**config.mk**
```make
export PLATFORM = sky130hd
export DESIGN_NAME = pll_phase_align_control
export DESIGN_NICKNAME = d
export VERILOG_FILES = /design/src/common/pll_align_pkg.sv /design/src/hdl/pll_phase_align_control.sv
export SDC_FILE = /design/constraint.sdc
export NUM_CORES = 2
export LEC_CHECK = 0
export ABC_AREA = 1
export BUFFER_PORTS_ARGS = -buffer_cell sky130_fd_sc_hd__buf_2
export CAP_MARGIN = 20
export CORE_MARGIN = 2
export CORE_UTILIZATION = 59
export DETAILED_ROUTE_END_ITERATION = 10
export MAX_ROUTING_LAYER = met4
export PLACE_DENSITY = 0.79
export SYNTH_ARGS = -nofsm -noshare
export SYNTH_HDL_FRONTEND = slang
export SYNTH_SLANG_ARGS = --single-unit
export TNS_END_PERCENT = 5
```
**constraint.sdc**
```tcl
create_clock -name clock -period 62.9 [get_ports clock]
set_clock_uncertainty 0.1 [all_clocks]
set_input_delay 9.435 -clock clock [delete_from_list [all_inputs] [get_ports clock]]
set_output_delay 9.435 -clock clock [all_outputs]
set_load 0.02 [all_outputs]
```
**src/common/pll_align_pkg.sv**
```systemverilog
// Shared constants, register map and types for the phase alignment control block.
`default_nettype none
package pll_align_pkg;
    // ----------------------------------------------------------------
    // Register map
    // ----------------------------------------------------------------
    localparam int ADDR_W = 8;
    localparam int DATA_W = 32;
    localparam logic [7:0] REG_CTRL = 8'h00;
    localparam logic [7:0] REG_OUTSEL = 8'h04;
    localparam logic [7:0] REG_FRAC_NUMERATOR_VALUE = 8'h08;
    localparam logic [7:0] REG_FRAC_DEN = 8'h0c;
    localparam logic [7:0] REG_SEED = 8'h10;
    localparam logic [7:0] REG_MOD_RST_CNT = 8'h14;
    localparam logic [7:0] REG_STATUS = 8'h18;
    localparam logic [7:0] REG_VCO_READ = 8'h1c;
    localparam logic [7:0] REG_VCO_FORCE = 8'h20;
    // ----------------------------------------------------------------
    // Field positions and reset values
    // ----------------------------------------------------------------
    localparam int CTRL_ALIGN = 0;
    localparam int CTRL_CAL_EN = 1;
    localparam int CTRL_PIN_MASK = 2;
    localparam int CTRL_FRAC_MODE = 3;
    localparam int CTRL_MOD_RSTN = 4;
    localparam int CTRL_ORDER_LSB = 5;
    localparam logic [31:0] CTRL_RESET = 32'h0000_0014;
    localparam int OUTSEL_A_LSB = 0;
    localparam int OUTSEL_B_LSB = 2;
    localparam int OUTSEL_DIV_LSB = 4;
    localparam logic [31:0] OUTSEL_RESET = 32'h0000_0005;
    localparam logic [31:0] DEN_RESET = 32'h0000_0001;
    localparam int VCO_CAP_LSB = 3;
    localparam int VCO_BIAS_LSB = 11;
    localparam int VCO_FORCE_BIT = 20;
    localparam int STAT_CHAN_PWR = 4;
    localparam int STAT_ALIGNED = 5;
    localparam int STAT_BUSY = 6;
    // ----------------------------------------------------------------
    // Output selection codes and fold factors
    // ----------------------------------------------------------------
    localparam logic [1:0] MUX_CHAN_DIV_VALUE = 2'h0;
    localparam logic [1:0] MUX_VCO = 2'h1;
    localparam logic [1:0] MUX_SYSREF = 2'h2;
    localparam logic [3:0] FACTOR_ONE = 4'h1;
    localparam logic [3:0] FACTOR_FOUR = 4'h4;
    localparam logic [3:0] FACTOR_SIX = 4'h6;
    localparam logic [9:0] DIV_EXCL_LOW = 10'h018;
    localparam logic [9:0] DIV_EXCL_HIGH = 10'h0c0;
    localparam logic [9:0] DIV_TWO = 10'h002;
    // ----------------------------------------------------------------
    // Types
    // ----------------------------------------------------------------
    typedef enum logic [2:0] {PH_IDLE, PH_CAL, PH_SETTLE, PH_MODRST, PH_ALIGNED} phase_e;
    typedef struct packed {
        logic [2:0] core;
        logic [7:0] cap;
        logic [8:0] bias;
    } vco_cal_s;
    typedef struct packed {
        logic [2:0] pin_sync;
        logic programmed;
        logic [31:0] ctrl;
        logic [31:0] outsel;
        logic [31:0] num;
        logic [31:0] den;
        logic [31:0] seed_accum;
        logic [31:0] rst_cnt;
        logic force_en;
        vco_cal_s force_val;
        phase_e phase;
        logic [31:0] wait_cnt;
        logic sync_event;
        logic cal_start;
        logic [3:0] factor;
        logic chan_power;
        logic [35:0] phase_num;
        logic [41:0] phase_den;
        logic [31:0] rdata;
    } align_state_s;
endpackage
`default_nettype wire

```
**src/hdl/pll_phase_align_control.sv**
```systemverilog
// Phase alignment control: sync events, feedback fold factor, seed phase shift.
`default_nettype none
module pll_phase_align_control
    import pll_align_pkg::*;
(
    input wire logic clock,
    input wire logic resetn,
    input wire logic sync_pin,
    input wire logic [ADDR_W-1:0] reg_addr,
    input wire logic [DATA_W-1:0] reg_wdata,
    input wire logic reg_write,
    input wire logic reg_read,
    output logic [DATA_W-1:0] reg_rdata,
    input wire logic vco_cal_done,
    input wire logic loop_settled,
    input wire vco_cal_s vco_cal_result,
    output logic vco_cal_start,
    output logic sync_event,
    output logic vco_force_enable,
    output vco_cal_s vco_force_value,
    output logic [3:0] feedback_folded_factor,
    output logic chan_div_power,
    output logic modulator_hold,
    output logic phase_aligned,
    output logic [35:0] phase_shift_num,
    output logic [41:0] phase_shift_den
);
    // ----------------------------------------------------------------
    // Channel divider decoding
    // ----------------------------------------------------------------
    function automatic logic [9:0] div_value(input logic [4:0] idx);
        logic [9:0] v;
        v = 10'h000;
        case (idx)
            5'h00: v = 10'h002;
            5'h01: v = 10'h004;
            5'h02: v = 10'h006;
            5'h03: v = 10'h008;
            5'h04: v = 10'h00c;
            5'h05: v = 10'h010;
            5'h06: v = 10'h018;
            5'h07: v = 10'h020;
            5'h08: v = 10'h030;
            5'h09: v = 10'h040;
            5'h0a: v = 10'h048;
            5'h0b: v = 10'h060;
            5'h0c: v = 10'h080;
            5'h0d: v = 10'h0c0;
            5'h0e: v = 10'h100;
            5'h0f: v = 10'h180;
            5'h10: v = 10'h200;
            5'h11: v = 10'h300;
            default: v = 10'h000;
        endcase
        return v;
    endfunction

    align_state_s s_ff;
    align_state_s nxt_s;
    logic [1:0] mux_a;
    logic [1:0] mux_b;
    logic [9:0] div_total;
    logic chan_routed;
    logic pin_rise;
    logic pin_event;
    logic sw_sync;
    logic sync_now;
    logic cal_en;
    logic [2:0] order;
    logic seed_ok;
    logic seed_mult;
    logic [3:0] factor;

    assign cal_en = s_ff.ctrl[CTRL_CAL_EN];
    assign order = s_ff.ctrl[CTRL_ORDER_LSB +: 3];
    assign mux_a = s_ff.outsel[OUTSEL_A_LSB +: 2];
    assign mux_b = s_ff.outsel[OUTSEL_B_LSB +: 2];
    assign div_total = div_value(s_ff.outsel[OUTSEL_DIV_LSB +: 5]);

    // ----------------------------------------------------------------
    // Next state
    // ----------------------------------------------------------------
    always_comb begin
        nxt_s = s_ff;
        // The pin is asynchronous: two stages settle it and the third keeps the last level.
        nxt_s.pin_sync = {s_ff.pin_sync[1:0], sync_pin};
        nxt_s.sync_event = 1'b0;
        nxt_s.cal_start = 1'b0;
        nxt_s.rdata = '0;
        sw_sync = 1'b0;
        // Edge seen on the second stage against its own history only.
        pin_rise = s_ff.pin_sync[1] & ~s_ff.pin_sync[2];
        pin_event = pin_rise & cal_en & ~s_ff.ctrl[CTRL_PIN_MASK];
        // A zero denominator is never a multiple, so order one then refuses every seed.
        seed_mult = (s_ff.den != 32'h0) && ((reg_wdata % s_ff.den) == 32'h0);
        seed_ok = (order != 3'h0) && ((order != 3'h1) || seed_mult);
        if (reg_write) begin
            case (reg_addr)
                REG_CTRL: begin
                    // The very first write only programs; it never syncs.
                    sw_sync = s_ff.programmed & ~s_ff.ctrl[CTRL_ALIGN]
                        & reg_wdata[CTRL_ALIGN];
                    nxt_s.ctrl = reg_wdata;
                    nxt_s.programmed = 1'b1;
                end
                REG_OUTSEL: nxt_s.outsel = reg_wdata;
                REG_FRAC_NUMERATOR_VALUE: nxt_s.num = reg_wdata;
                REG_FRAC_DEN: nxt_s.den = reg_wdata;
                REG_SEED: begin
                    if (seed_ok) begin
                        nxt_s.seed_accum = s_ff.seed_accum + reg_wdata;
                    end
                end
                REG_MOD_RST_CNT: nxt_s.rst_cnt = reg_wdata;
                REG_VCO_FORCE: begin
                    nxt_s.force_en = reg_wdata[VCO_FORCE_BIT];
                    nxt_s.force_val.core = reg_wdata[2:0];
                    nxt_s.force_val.cap = reg_wdata[VCO_CAP_LSB +: 8];
                    nxt_s.force_val.bias = reg_wdata[VCO_BIAS_LSB +: 9];
                end
                default: begin
                end
            endcase
        end
        sync_now = sw_sync | pin_event;
        // A restart of the phase origin wins over a seed add in the same cycle.
        if (sync_now || !s_ff.ctrl[CTRL_MOD_RSTN]) begin
            nxt_s.seed_accum = '0;
        end
        nxt_s.sync_event = sync_now;
        nxt_s.cal_start = sync_now & cal_en;

        // Idle and aligned leave only on a sync event, which is handled after this case.
        unique case (s_ff.phase)
            PH_IDLE: begin
            end
            PH_ALIGNED: begin
            end
            PH_CAL: begin
                if (vco_cal_done) begin
                    nxt_s.phase = PH_SETTLE;
                end
            end
            PH_SETTLE: begin
                if (loop_settled) begin
                    if (s_ff.ctrl[CTRL_FRAC_MODE] && s_ff.rst_cnt != 32'h0) begin
                        nxt_s.phase = PH_MODRST;
                        nxt_s.wait_cnt = s_ff.rst_cnt - 32'h1;
                    end else begin
                        nxt_s.phase = PH_ALIGNED;
                    end
                end
            end
            PH_MODRST: begin
                if (s_ff.wait_cnt == 32'h0) begin
                    nxt_s.phase = PH_ALIGNED;
                end else begin
                    nxt_s.wait_cnt = s_ff.wait_cnt - 32'h1;
                end
            end
        endcase
        if (sync_now) begin
            nxt_s.phase = cal_en ? PH_CAL : PH_SETTLE;
            nxt_s.wait_cnt = '0;
        end

        // The divider also runs for the reference path on output B, even when A bypasses it.
        chan_routed = (mux_a == MUX_CHAN_DIV_VALUE) || (mux_b == MUX_CHAN_DIV_VALUE)
            || (mux_b == MUX_SYSREF);
        nxt_s.chan_power = chan_routed;
        // An invalid divider index decodes to zero and must not count as divisible by three.
        if (!s_ff.ctrl[CTRL_ALIGN] || !chan_routed) begin
            factor = FACTOR_ONE;
        end else if (div_total == DIV_TWO) begin
            factor = FACTOR_FOUR;
        end else if ((div_total % 10'h003) == 10'h000 && div_total != 10'h000
            && div_total != DIV_EXCL_LOW && div_total != DIV_EXCL_HIGH) begin
            factor = FACTOR_SIX;
        end else begin
            factor = FACTOR_FOUR;
        end
        nxt_s.factor = factor;
        // Phase in degrees is 360 * phase_num / phase_den.
        nxt_s.phase_num = 36'(s_ff.seed_accum) * 36'(s_ff.factor);
        nxt_s.phase_den = 42'(s_ff.den) * 42'(div_total);

        // Read data stand for one cycle only; an idle bus reads as zero.
        if (reg_read) begin
            case (reg_addr)
                REG_CTRL: nxt_s.rdata = s_ff.ctrl;
                REG_OUTSEL: nxt_s.rdata = s_ff.outsel;
                REG_FRAC_NUMERATOR_VALUE: nxt_s.rdata = s_ff.num;
                REG_FRAC_DEN: nxt_s.rdata = s_ff.den;
                REG_SEED: nxt_s.rdata = s_ff.seed_accum;
                REG_MOD_RST_CNT: nxt_s.rdata = s_ff.rst_cnt;
                REG_STATUS: begin
                    nxt_s.rdata[3:0] = s_ff.factor;
                    nxt_s.rdata[STAT_CHAN_PWR] = s_ff.chan_power;
                    nxt_s.rdata[STAT_ALIGNED] = (s_ff.phase == PH_ALIGNED);
                    nxt_s.rdata[STAT_BUSY] = (s_ff.phase != PH_ALIGNED)
                        && (s_ff.phase != PH_IDLE);
                end
                REG_VCO_READ: begin
                    nxt_s.rdata[2:0] = vco_cal_result.core;
                    nxt_s.rdata[VCO_CAP_LSB +: 8] = vco_cal_result.cap;
                    nxt_s.rdata[VCO_BIAS_LSB +: 9] = vco_cal_result.bias;
                end
                REG_VCO_FORCE: begin
                    nxt_s.rdata[VCO_FORCE_BIT] = s_ff.force_en;
                    nxt_s.rdata[2:0] = s_ff.force_val.core;
                    nxt_s.rdata[VCO_CAP_LSB +: 8] = s_ff.force_val.cap;
                    nxt_s.rdata[VCO_BIAS_LSB +: 9] = s_ff.force_val.bias;
                end
                default: nxt_s.rdata = '0;
            endcase
        end
    end

    // ----------------------------------------------------------------
    // State register
    // ----------------------------------------------------------------
    always_ff @(posedge clock or negedge resetn) begin
        if (!resetn) begin
            // Reset leaves both outputs on the VCO, so the divider starts unpowered.
            s_ff <= '0;
            s_ff.ctrl <= CTRL_RESET;
            s_ff.outsel <= OUTSEL_RESET;
            s_ff.den <= DEN_RESET;
            s_ff.factor <= FACTOR_ONE;
            s_ff.phase <= PH_IDLE;
        end else begin
            s_ff <= nxt_s;
        end
    end

    // Every output comes from the state register; the two status levels decode it.
    assign reg_rdata = s_ff.rdata;
    assign vco_cal_start = s_ff.cal_start;
    assign sync_event = s_ff.sync_event;
    assign vco_force_enable = s_ff.force_en;
    assign vco_force_value = s_ff.force_val;
    assign feedback_folded_factor = s_ff.factor;
    assign chan_div_power = s_ff.chan_power;
    assign modulator_hold = ~s_ff.ctrl[CTRL_MOD_RSTN] || (s_ff.phase == PH_MODRST);
    assign phase_aligned = (s_ff.phase == PH_ALIGNED);
    assign phase_shift_num = s_ff.phase_num;
    assign phase_shift_den = s_ff.phase_den;
endmodule
`default_nettype wire

```
==> results.sh <==
export IMPL_status="finished with violations"
export IMPL_violations="negative setup slack"
export IMPL_yosys_most_used_dff="dfrtp_1"
export IMPL_rsz0062_at_grt="true"
export IMPL_cts_root_buf="clkbuf_16"
export IMPL_worst_pin_slew_ns=1.10
export IMPL_rows=117
export IMPL_yosysMostFrequentCell="nand2_1"
export IMPL_syn_area_per_cell_sq_um=6.80
export IMPL_syn_inst=8983
export IMPL_worstHoldPathCells=1
export IMPL_min_path_type="reg -> reg"
export IMPL_clk_latency_ns=0.60
export IMPL_drc=0
export IMPL_nFillCells=6841
export IMPL_synth_edf_count=0
export IMPL_grt_pass1_vias=70333
export IMPL_die_height_um=326
export IMPL_crit_slowest_cell="ha_1"
export IMPL_max_slew_margin_pct=26.2
export IMPL_fin_ws_ns=-4.99
export IMPL_drive_gt1_share_pct=31.7
export IMPL_final_max_slew_viol_count=0
export IMPL_path_common_cell="nand2_1"
export IMPL_htreeDepth=2
export IMPL_max_freq_mhz=14.7
export IMPL_drtIter0Drc=7912
export IMPL_period_needed_ns=67.89
export IMPL_hold_viol_final=0
export IMPL_drtPass1Iterations=8
export IMPL_worst_setup_path_type="in -> reg"
export IMPL_slowest_delay_ns=0.36
export IMPL_clkTransAtPathRegs_ns=0.06
export IMPL_cp_max_fo=18
export IMPL_ys_async_sr_fraction_pct=100
export IMPL_io_pins=207
export IMPL_cts_tree="built"
export IMPL_viasPerCell=5.87
export IMPL_ys_warn_count=0
export IMPL_die_w_um=326
export IMPL_ys_types=91
export IMPL_port_buffers=204
export IMPL_routed_wl_um=255000
export IMPL_syn_to_final_growth_pct=36.9
export IMPL_cts_buffer_depth=3
export IMPL_setup_viol=32
export IMPL_core_area_sq_mm=0.102
export IMPL_die_area_sq_mm=0.106
export IMPL_start_util_pct=59.7
export IMPL_yosysSeqAreaShare_pct=15.1
export IMPL_hold_end="feedback_folded_factor[0]"
export IMPL_dpl_cell_area_sq_mm=0.0781
export IMPL_wire_per_inst_um=20.5
export IMPL_max_cap_violations=0
export IMPL_critPathLaunchType="input port"
export IMPL_r2r_start="s_ff[264]"
export IMPL_ys_ff_latch=367
export IMPL_period_share_pct=108
export IMPL_synth_top_area_share_pct=15.0
export IMPL_critPathRequiredTime_ns=63.31
export IMPL_grt_pass1_wl_um=378000
export IMPL_clock_sinks=367
export IMPL_final_antenna_net_count=0
export IMPL_cts_inserted_buffers=41
export IMPL_arrival_ns=68.30
export IMPL_fin_nets=12101
export IMPL_r2r_end="s_ff[223]"
export IMPL_gr_total_overflow=0
export IMPL_synth_top_cells_by_area="ha_1 15%, dfrtp_1 15%, nand2_1 14%, inv_1 8.0%, fa_1 8.0%"
export IMPL_netlist_top_cells_count="2317 x nand2_1, 1297 x inv_1, 731 x ha_1"
export IMPL_hpwl_um=187000
export IMPL_grt_usage_pct=46.1
export IMPL_synth_top_area_cell="ha_1"
export IMPL_ff2ff_setup_slack_ns=2.40
export IMPL_antenna_found_initial=11
export IMPL_cp_end_kind="register"
export IMPL_hp_start="s_ff[333]"
export IMPL_final_area_sq_mm=0.0836
export IMPL_synth_area_sq_mm=0.0611
export IMPL_place_gp_congestion=1.04
export IMPL_hold_buffers=0
export IMPL_grt_start_max_net_pins=89
export IMPL_reg2reg_depth=439
export IMPL_via_count=73165
## through the flow
stage | setup TNS, ns | utilization, % | worst slack [ns] | hold slack (ns) | std cells
floorplan | 0 | - | 0.0104 | 0.231 | 8984
global placement | -148.87 | 76.4 | -4.68 | 0.266 | 12244
detailed placement | -208.85 | 76.4 | -6.56 | 0.315 | 12244
CTS | -128.77 | 78.7 | -4.10 | 0.324 | 12356
global route | -281.48 | 81.8 | -8.82 | 0.355 | 12468
finish | -158.65 | 81.8 | -4.99 | 0.326 | 12473
## registers in the layout (all words and copies together) (netlist names)
name	flops
s_ff	221
phase_shift_den	41
phase_shift_num	36
reg_rdata	32
vco_force_value	20
feedback_folded_factor	3
order	3
mux_a	2
mux_b	2
nxt_s	2
cal_en	1
chan_div_power	1
sync_event	1
vco_cal_start	1
vco_force_enable	1
## metal layers
metal | global-route usage (%) | share of wire [%] | wire (um) | vias up
li1 | - | - | - | 33265
met1 | 55.5 | 37 | 93900 | 34076
met2 | 70.6 | 43 | 111000 | 4445
met3 | 10.7 | 12 | 30300 | 1379
met4 | 26.6 | 7.9 | 20100 | 0
met5 | - | 0 | 0 | -
## kinds of logic after synthesis
family                   after synthesis  synth area share (%)
AO/OA/AOI/OAI                       1604                  15.0
buffers and inverters               1747                  12.5
flip-flops                           367                  15.1
AND/OR/NAND/NOR                     3785                  27.3
other                                  1               0.00614
XOR/XNOR                             499                  7.16
multiplexers                           6                0.0984
adder cells (fa/ha/maj)              974                  22.9
## repair_timing
item,CTS,global route
endpoints found under the setup margin,32,32
gates cloned,6,6
pin swaps,50,279
resized for setup,138,538
endpoints found under the hold margin,0,0
setup buffers,32,92
## cell usage in the layout (no fill, tap or decap), types with 166 or more instances in the layout
master      n
nor2_1    476
ha_1      640
nand2_2   166
xnor2_1   173
nand3_1   321
dfrtp_1   361
buf_2     205
xor2_1    323
o21ai_0   450
fa_1      242
inv_1    1260
nand2_1  2195
buf_4    2175
a21oi_1   485
## worst max-delay path: cells and delay by family
kind | cells | cell delay, ns
and+or+nand+nor | 213 | 23.75
AOI/OAI and AO/OA | 107 | 16.01
buffers and inverters | 86 | 9.01
adders and majority gates | 31 | 8.88
xor gates and xnor gates | 6 | 0.88
## cell type report
cell class	count	area (sq um)	share of cell area (%)
Multi-Input combinational cell	6875	48000	57.4
Timing Repair Buffer	2423	18100	21.7
Sequential cell	367	9190	11.0
Inverter	1352	5140	6.15
Tap cell	1368	1710	2.05
Clock buffer	58	1180	1.41
Clock inverter	16	194	0.232
Antenna cell	14	35.0	0.0419
## worst max-delay path by stage
| stage | slack (ns) | depth (start not counted) | endpoint | startpoint |
|---|---|---|---|---|
| floorplan | 0.01 | 443 | s_ff[206] | reg_wdata[31] |
| global placement | -4.68 | 460 | s_ff[236] | reg_wdata[13] |
| detailed placement | -6.56 | 457 | s_ff[236] | reg_wdata[2] |
| CTS | -4.10 | 463 | s_ff[236] | reg_wdata[5] |
| global route | -8.82 | 447 | s_ff[220] | reg_wdata[0] |
| finish | -4.99 | 443 | s_ff[223] | reg_wdata[1] |
Power is left out: the tool's default activity adds up to more than one toggle a clock period on the data nets, which glitch-free logic cannot reach.
